File: config.mk
export PLATFORM = sky130hd
export DESIGN_NAME = imusr_regs
export DESIGN_NICKNAME = d
export VERILOG_FILES = /design/src/hdl/imusr_pkg.sv /design/src/hdl/imusr_regs.sv
export SDC_FILE = /design/constraint.sdc
export NUM_CORES = 1
export LEC_CHECK = 0
export ABC_AREA = 1
export BUFFER_PORTS_ARGS = -buffer_cell sky130_fd_sc_hd__buf_4
export CAP_MARGIN = 20
export CORE_UTILIZATION = 50
export CTS_CLUSTER_DIAMETER = 60
export DETAILED_ROUTE_END_ITERATION = 7
export GPL_TIMING_DRIVEN = 0
export HOLD_SLACK_MARGIN = 0.1
export PLACE_DENSITY_LB_ADDON = 0.3
export SYNTH_ARGS = -nofsm -noshare
export SYNTH_HDL_FRONTEND = slang
export SYNTH_SLANG_ARGS = --single-unit
export TNS_END_PERCENT = 10
File: constraint.sdc
create_clock -name clk -period 2.8 [get_ports clk]
set_clock_uncertainty 0.2 [all_clocks]
set_input_delay 0.84 -clock clk [delete_from_list [all_inputs] [get_ports clk]]
set_output_delay 0.84 -clock clk [all_outputs]
set_load 0.01 [all_outputs]
File: src/hdl/imusr_pkg.sv
// Summary of operation
// - interrupt status bit5 shows data ready
// - bit4: gyro fifo count above watermark
// - bit3: accel fifo count above watermark
// - bit2: free-fall event latched
// - bit1: activity event latched
// - bit0: inactivity event latched
// - motion status bit7: sign of last activity or inactivity event
// - motion bits 6:4 flag x,y,z axes
// - accel queue status bit7: fifo full
// - accel queue status bit6: fifo empty
// - accel queue low bits: sample count
// - gyro queue status bit7: fifo full
// - gyro queue status bit6: fifo empty
// - gyro queue low bits: sample count
// - fixed read-only part identifier register
// - converter reset bit4, reset 0, 1 holds
// - clock bit0: 0 pll, 1 oscillator
// - interrupt status read-only, bits 7:6 zero
// - auto-clear interrupt once held ticks exceed count limit
package imusr_pkg;

	localparam logic [7:0] ADDR_INT_STATUS    = 8'h2C;
	localparam logic [7:0] ADDR_MOTION_STATUS = 8'h2D;
	localparam logic [7:0] ADDR_ACCEL_QSTAT   = 8'h2E;
	localparam logic [7:0] ADDR_GYRO_QSTAT    = 8'h2F;
	localparam logic [7:0] ADDR_PART_ID       = 8'h30;
	localparam logic [7:0] ADDR_CLOCK_SRC     = 8'hBA;
	localparam logic [7:0] ADDR_CONV_RESET    = 8'hCA;

	localparam int BIT_DATA_READY  = 5;
	localparam int BIT_GYRO_WMARK  = 4;
	localparam int BIT_ACCEL_WMARK = 3;
	localparam int BIT_FREE_FALL   = 2;
	localparam int BIT_ACTIVITY    = 1;
	localparam int BIT_INACTIVITY  = 0;
	localparam int BIT_SIGN        = 7;
	localparam int BIT_AXIS_X      = 6;
	localparam int BIT_AXIS_Y      = 5;
	localparam int BIT_AXIS_Z      = 4;
	localparam int BIT_Q_FULL      = 7;
	localparam int BIT_Q_EMPTY     = 6;
	localparam int BIT_CONV_RESET  = 4;
	localparam int BIT_CLK_SEL     = 0;

	localparam int          CNT_W         = 6;
	localparam logic [7:0]  RESET_BYTE    = 8'h00;
	localparam logic [7:0]  PART_ID_VALUE = 8'hA5;  // arbitrary value
	localparam int          CLK_HZ        = 50000000;
	localparam int          TICK_HZ       = 250;
	localparam int          TICK_CYCLES   = CLK_HZ / TICK_HZ;

	typedef struct packed {
		logic data_ready;
		logic free_fall_evt;
		logic activity_evt;
		logic inactivity_evt;
		logic evt_sign;
		logic evt_axis_x;
		logic evt_axis_y;
		logic evt_axis_z;
	} imusr_evt_t;

	typedef struct packed {
		logic             fifo_mode;
		logic [CNT_W-1:0] watermark;
		logic [CNT_W-1:0] accel_count;
		logic [CNT_W-1:0] gyro_count;
	} imusr_fifo_t;

	typedef struct packed {
		logic       rd_en;
		logic       wr_en;
		logic [7:0] addr;
		logic [7:0] wdata;
	} imusr_req_t;

endpackage : imusr_pkg

File: src/hdl/imusr_regs.sv
`timescale 1ns/10ps
`default_nettype none
module imusr_regs #(
	parameter int              FIFO_DEPTH  = 32,
	parameter int              TICK_CYCLES = imusr_pkg::TICK_CYCLES,
	parameter logic [7:0]      PART_ID     = imusr_pkg::PART_ID_VALUE
) (
	input  wire logic                   clk,
	input  wire logic                   rst,
	input  wire imusr_pkg::imusr_req_t  req,
	input  wire imusr_pkg::imusr_evt_t  evt,
	input  wire imusr_pkg::imusr_fifo_t fifo,
	input  wire logic                   auto_clear_en,
	input  wire logic [7:0]             int_count_limit,
	input  wire logic                   event_clear,
	output logic [7:0]                  reg_rdata,
	output logic                        reg_rd_valid,
	output logic                        adc_reset,
	output logic                        sysclk_source_select,
	output logic                        int_out
);
	import imusr_pkg::*;

	////////////////////////////////////////////////////////////////////////
	typedef struct packed {
		logic [7:0]  rdata;
		logic        rd_valid;
		logic        conv_reset;
		logic        clk_sel;
		logic        ff;
		logic        act;
		logic        inact;
		logic        sign;
		logic [2:0]  axes;
		logic [17:0] tick_cnt;
		logic [7:0]  hold_cnt;
		logic        irq;
	} imusr_state_t;

	imusr_state_t st_r;
	imusr_state_t st_nxt;

	////////////////////////////////////////////////////////////////////////
	// strictly greater, equal to watermark does not count
	function automatic logic over_mark(input logic [CNT_W-1:0] cnt,
		input imusr_fifo_t f);
		over_mark = f.fifo_mode && (cnt > f.watermark);
	endfunction : over_mark

	function automatic logic [7:0] queue_byte(input logic [CNT_W-1:0] cnt);
		logic [7:0] b;
		b = RESET_BYTE;
		b[BIT_Q_FULL]  = (32'(cnt) >= FIFO_DEPTH);
		b[BIT_Q_EMPTY] = (cnt == '0);
		b[CNT_W-1:0]   = cnt;
		queue_byte = b;
	endfunction : queue_byte

	////////////////////////////////////////////////////////////////////////
	logic [7:0] int_byte;
	logic [7:0] motion_byte;
	logic       tick;
	logic       any_evt;

	always_comb begin
		int_byte = RESET_BYTE;
		int_byte[BIT_DATA_READY]  = evt.data_ready;
		int_byte[BIT_GYRO_WMARK]  = over_mark(fifo.gyro_count, fifo);
		int_byte[BIT_ACCEL_WMARK] = over_mark(fifo.accel_count, fifo);
		int_byte[BIT_FREE_FALL]   = st_r.ff;
		int_byte[BIT_ACTIVITY]    = st_r.act;
		int_byte[BIT_INACTIVITY]  = st_r.inact;
		motion_byte = RESET_BYTE;
		motion_byte[BIT_SIGN]   = st_r.sign;
		motion_byte[BIT_AXIS_X] = st_r.axes[2];
		motion_byte[BIT_AXIS_Y] = st_r.axes[1];
		motion_byte[BIT_AXIS_Z] = st_r.axes[0];
	end

	////////////////////////////////////////////////////////////////////////
	always_comb begin
		st_nxt = st_r;
		tick    = (32'(st_r.tick_cnt) >= TICK_CYCLES - 1);
		any_evt = evt.free_fall_evt | evt.activity_evt | evt.inactivity_evt;

		// free-running 250 hz timebase
		st_nxt.tick_cnt = tick ? '0 : st_r.tick_cnt + 18'h00001;

		// latched events; reads never clear them, only the clear paths do
		if (event_clear) begin
			st_nxt.ff    = 1'b0;
			st_nxt.act   = 1'b0;
			st_nxt.inact = 1'b0;
		end
		// interrupt width measured in timebase ticks
		if (!st_r.irq) begin
			st_nxt.hold_cnt = '0;
		end else if (tick && st_r.hold_cnt != 8'hFF) begin
			st_nxt.hold_cnt = st_r.hold_cnt + 8'h01;
		end
		if (auto_clear_en && st_r.irq && st_r.hold_cnt > int_count_limit) begin
			st_nxt.ff       = 1'b0;
			st_nxt.act      = 1'b0;
			st_nxt.inact    = 1'b0;
			st_nxt.hold_cnt = '0;
		end
		// set after clear so a same-cycle event is never lost
		if (evt.free_fall_evt)
			st_nxt.ff = 1'b1;
		if (evt.activity_evt)
			st_nxt.act = 1'b1;
		if (evt.inactivity_evt)
			st_nxt.inact = 1'b1;
		if (evt.activity_evt || evt.inactivity_evt) begin
			st_nxt.sign = evt.evt_sign;
			st_nxt.axes = {evt.evt_axis_x, evt.evt_axis_y, evt.evt_axis_z};
		end
		st_nxt.irq = st_nxt.ff | st_nxt.act | st_nxt.inact;
		if (any_evt && !st_r.irq)
			st_nxt.hold_cnt = '0;

		// register writes, reserved bits stay zero
		if (req.wr_en) begin
			case (req.addr)
				ADDR_CONV_RESET: st_nxt.conv_reset = req.wdata[BIT_CONV_RESET];
				ADDR_CLOCK_SRC:  st_nxt.clk_sel    = req.wdata[BIT_CLK_SEL];
				default:         st_nxt.clk_sel    = st_r.clk_sel;
			endcase
		end

		// register reads, one cycle latency, no side effects
		st_nxt.rd_valid = req.rd_en;
		if (req.rd_en) begin
			case (req.addr)
				ADDR_INT_STATUS:    st_nxt.rdata = int_byte;
				ADDR_MOTION_STATUS: st_nxt.rdata = motion_byte;
				ADDR_ACCEL_QSTAT:   st_nxt.rdata = queue_byte(fifo.accel_count);
				ADDR_GYRO_QSTAT:    st_nxt.rdata = queue_byte(fifo.gyro_count);
				ADDR_PART_ID:       st_nxt.rdata = PART_ID;
				ADDR_CLOCK_SRC:     st_nxt.rdata = {7'h00, st_r.clk_sel};
				ADDR_CONV_RESET:    st_nxt.rdata = {3'h0, st_r.conv_reset, 4'h0};
				default:            st_nxt.rdata = RESET_BYTE;
			endcase
		end
	end
	// queue_byte also carries empty and count fields

	////////////////////////////////////////////////////////////////////////
	always_ff @(posedge clk or posedge rst) begin
		if (rst) begin
			st_r <= '0;
		end else begin
			st_r <= st_nxt;
		end
	end

	assign reg_rdata            = st_r.rdata;
	assign reg_rd_valid         = st_r.rd_valid;
	assign adc_reset            = st_r.conv_reset;
	assign sysclk_source_select = st_r.clk_sel;
	assign int_out              = st_r.irq;

endmodule : imusr_regs
`default_nettype wire

# Word level (Yosys, flattened, before mapping)
# Index checks and enable logic that the tools add are counted.
# word_totals
in_bits,57
output_inout_bits,12
ff_bits,45
# classes
addsub,2
magnitude_cmp,6
n_eq_ne,9
mux,11
bitwise,4
reduce_logical,12
# ops
operator,n
case mux 8 bit (7 select lines),1
equality test 8 x 6 -> 1 bit (second input constant),5
two-way mux 8 bit,4
adder 18 x 1 -> 18 bit (second input constant),1
greater-or-equal comparator 18 bit (second input constant),1
two-way mux 18 bit,1
equality test 8 bit (second input constant),2
greater-or-equal comparator 6 bit (second input constant),2
> comparator 6 bit,2
logical NOT 6 bit,2
adder 8 x 1 -> 8 bit (second input constant),1
> comparator 8 bit,1
inequality test 8 bit (second input constant),1
logical AND 1 bit,6
two-way mux 3 bit,2
inequality test 4 x 1 -> 1 bit (second input constant),1
bitwise OR 1 bit,4
AND reduction 2 bit,2
two-way mux 1 bit,3
logical NOT 1 bit,1
logical OR 1 bit,1

# Longest topological paths before layout
# depth
ltp_word,6
mapped_depth,14
ltp_nobuf,14

# Worst setup path before layout
# No wires, ideal clock.
# synth_timing
path_kind,input port to flip-flop
from,input port int_count_limit[7]
to,register st_r[4] in the netlist's numbering
required_time_ps,2483
t_arrival_ps,1958
path_slack_ps,525
setup_ps,117
path_stages,11
path_cell_list,inv_1 -> ha_1 -> nand2_1 -> nor2_1 -> nand2_1 -> nand2_1 -> nand2_1 -> nand2_1 -> inv_2 -> nand3_1 -> nand2_1
# synth_via
elab_chain_cells,4
elab_cells_between_ends,5
cone_classes,1 x order compare; 1 x eq/ne; 2 x mux; 1 x reduce/logical
# synth_rtl
item,line,rtl
"start, declared",imusr_regs.sv:14,"input wire logic [7:0] int_count_limit,"
> comparator 8 bit *,imusr_regs.sv:101,if (auto_clear_en && st_r.irq && st_r.hold_cnt > int_count_limit) begin
logical AND 1 bit *,imusr_regs.sv:101,
two-way mux 8 bit,imusr_regs.sv:101,
two-way mux 8 bit,imusr_regs.sv:119,if (any_evt && !st_r.irq)
"end signal, assigned",imusr_regs.sv:153,st_r <= st_nxt;
"end, declared",imusr_regs.sv:40,imusr_state_t st_r;
# Every way passes the cells marked *; elsewhere a longest branch is shown, timed or not.
# A chain may end at the register's enable or synchronous reset.

# Worst setup path after layout
# layout_timing
from,input port int_count_limit[7]
to,register st_r[6] in the netlist's numbering
# Same word-level chain as after synthesis.

==> results.json <==
{
  "run_status": "finished, final reports clean",
  "final-setup-viol-count": 0,
  "clock_latency_ns": 0.30,
  "preCtsSetupSlack_ns": 0.213,
  "drt_wl_total_um": 6530,
  "drtPass1Iterations": 4,
  "ys_seq_elements": 45,
  "rrSetupSlack_ns": 0.68,
  "cts_tree": "built",
  "fin_crit_ns": 2.29,
  "clockRootBuffer": "clkbuf_8",
  "grt_first_pass_wirelength_um": 10900,
  "htree_levels": 2,
  "io-pin-count": 69,
  "core_um2": 5960,
  "power_w": 0.00155,
  "slew_violations": 0,
  "synth_edf_count": 0,
  "yosys.area.top_type": "dfrtp_1",
  "power_density_nw_per_um2": 405,
  "netlist_area_um2": 3110,
  "start_util": 0.521,
  "area_growth_syn_to_layout_pct": 23.0,
  "synthMostInstantiatedCell": "nand2_1",
  "r2r_cells": 10,
  "numCtsBuffers": 5,
  "hold_path.class": "primary input to async pin",
  "worst_pin_slew_ns": 0.413,
  "grt_max_degree": 39,
  "worst-path-stages": 12,
  "crit_path_end_kind": "flip-flop",
  "ir_drop_mv": 0.369,
  "reg2reg_to": "st_r[6]",
  "num-nets-final": 585,
  "io_buffers": 62,
  "fin_hold_ws_ns": 0.235,
  "maxCapViolations": 0,
  "path_buf_inv": 3,
  "clk_path_buf_depth": 2,
  "startpoint_type": "primary input",
  "crit_family": "simple AND/OR/NAND/NOR gates",
  "startpoint": "int_count_limit[7]",
  "antenna_found_initial": 0,
  "ys.flop_type": "dfrtp_1",
  "crit_path_end": "st_r[6]",
  "reg2reg_from": "st_r[8]",
  "antennaDiodeCount": 0,
  "die_area_um2": 6530,
  "critical_path_class": "primary input to flip-flop",
  "async_flop_share": 1.00,
  "vias": 2859,
  "utilization": 0.641,
  "drc_errors": 0,
  "yosys-top-cells-count": "110 x nand2_1, 67 x inv_1, 58 x nor2_1",
  "grt_usage": 0.214,
  "routabilityCongestion": 0.915,
  "crit_chain": "buf_4 > inv_1 > ha_1 > nand2_1 > nor2_1 > nand2_1 > nand2_1 > nand2_1 > nand2_1 > inv_2 > nand3_1 > nand2_1",
  "p_leak_nw": 2.11,
  "cp_data_required_time_ns": 2.79,
  "cts.repair.resized": 0,
  "ys_warn_count": 0,
  "cp_max_fo": 5,
  "crit_arrival_ns": 2.28,
  "period_share": 0.818,
  "relSlewSlack": 0.724,
  "postSynthAreaPerCell_um2": 7.12,
  "antenna_left": 0,
  "netlist.area_leader.share": 0.363,
  "hold_viol": 0,
  "drtIter0Drc": 104,
  "grt_overflow": 0,
  "post_cts_buffers": 0,
  "grt_setup_unrepaired": "false",
  "ys_seq_area_frac": 0.363,
  "die_h_um": 80.8,
  "wire_per_inst_um": 11.2,
  "critPathMostFrequentCell": "nand2_1",
  "grt_pass1_vias": 2565,
  "fin_setup_tns_ns": 0,
  "cts.sinks": 45,
  "ys_types": 32,
  "postLayoutSetupSlackWorst_ns": 0.510,
  "hpwl_um": 5330,
  "fmax_mhz": 437,
  "clk_pin_slew_ns": 0.09,
  "synthTopCellsByArea": "dfrtp_1 36%, nand2_1 13%, ha_1 8.9%, inv_1 8.1%, nor2_1 7.0%",
  "final_layout_size_suffix_gt1_frac": 0.201,
  "syn-num-nets": 515,
  "critPathSlowestCell": "ha_1",
  "floorplan.rows": 28,
  "via_per_inst": 4.91,
  "syn_inst": 436,
  "ctsHoldBuffers": 0,
  "die_w_um": 80.8,
  "slowest_delay_ns": 0.28
}
kinds of logic (layout without fill, tap and decap cells):
family | after synthesis | count (layout) | synth area share
adder cells (fa/ha/maj) | 22 | 22 | 0.0886
AND/OR/NAND/NOR | 239 | 239 | 0.339
buffers and inverters | 80 | 151 | 0.109
multiplexers | 4 | 4 | 0.0145
XOR/XNOR | 6 | 6 | 0.0169
flip-flops | 45 | 45 | 0.363
AO/OA/AOI/OAI | 40 | 40 | 0.0693
sequential cells by signal (all words and copies together) (netlist names):
register              cells
reg_rdata                 8
int_out                   1
motion_byte               4
sysclk_source_select      1
int_byte                  3
reg_rd_valid              1
st_r                     26
adc_reset                 1
metrics by stage:
step | area [um2] | cells
2_1_floorplan | 3110 | 436
3_3_place_gp | 3660 | 573
3_5_place_dp | 3680 | 574
4_1_cts | 3820 | 582
5_1_grt | 3820 | 582
6_report | 3820 | 582
power by group:
| group | switching (W) | internal, W |
|---|---|---|
| Clock | 0.000220 | 0.000354 |
| Combinational | 0.000135 | 0.000130 |
| Sequential | 0.0000295 | 0.000678 |
cells in the final DEF (no fill, tap or decap), types with 5 or more instances in the layout:
cell      netlist  final
a21oi_1        21     21
buf_4           8     70
clkbuf_8        0      5
dfrtp_1        45     45
ha_1           22     22
inv_1          67     66
nand2_1       110    110
nand3_1        31     31
nor2_1         58     58
nor3_1         12     12
nor3b_1         5      5
o21ai_0        13     13
xor2_1          5      5
per-layer routing:
metal / track usage / vias to the layer above / share of wire
met5: 0 / - / 0
met2: 0.346 / 53 / 0.47
li1: - / 1511 / -
met1: 0.294 / 1285 / 0.48
met4: 0.0607 / 0 / 0.012
met3: 0.0371 / 10 / 0.039
worst min path at each step:
| stage | cells after the start | end | from |
|---|---|---|---|
| after floorplan | 1 | st_r[9] | st_r[9] |
| after global placement | 1 | st_r[9] | st_r[9] |
| after detailed placement | 1 | st_r[9] | st_r[9] |
| after CTS | 2 | st_r[16] | rst |
| after global routing | 2 | st_r[22] | rst |
| final | 2 | st_r[16] | rst |
cell type report:
cell class / instances / area [um2]
inverters: 69 / 259
clock buffers: 5 / 68.8
plain buffers: 11 / 80.1
clock inverters: 3 / 65.1
multi-input cells: 311 / 1640
flip-flops and latches: 45 / 1130
repair buffers: 63 / 485
well taps: 75 / 93.8
fillers: 540 / 2140
No activity file was read; power rests on OpenSTA's default activity.
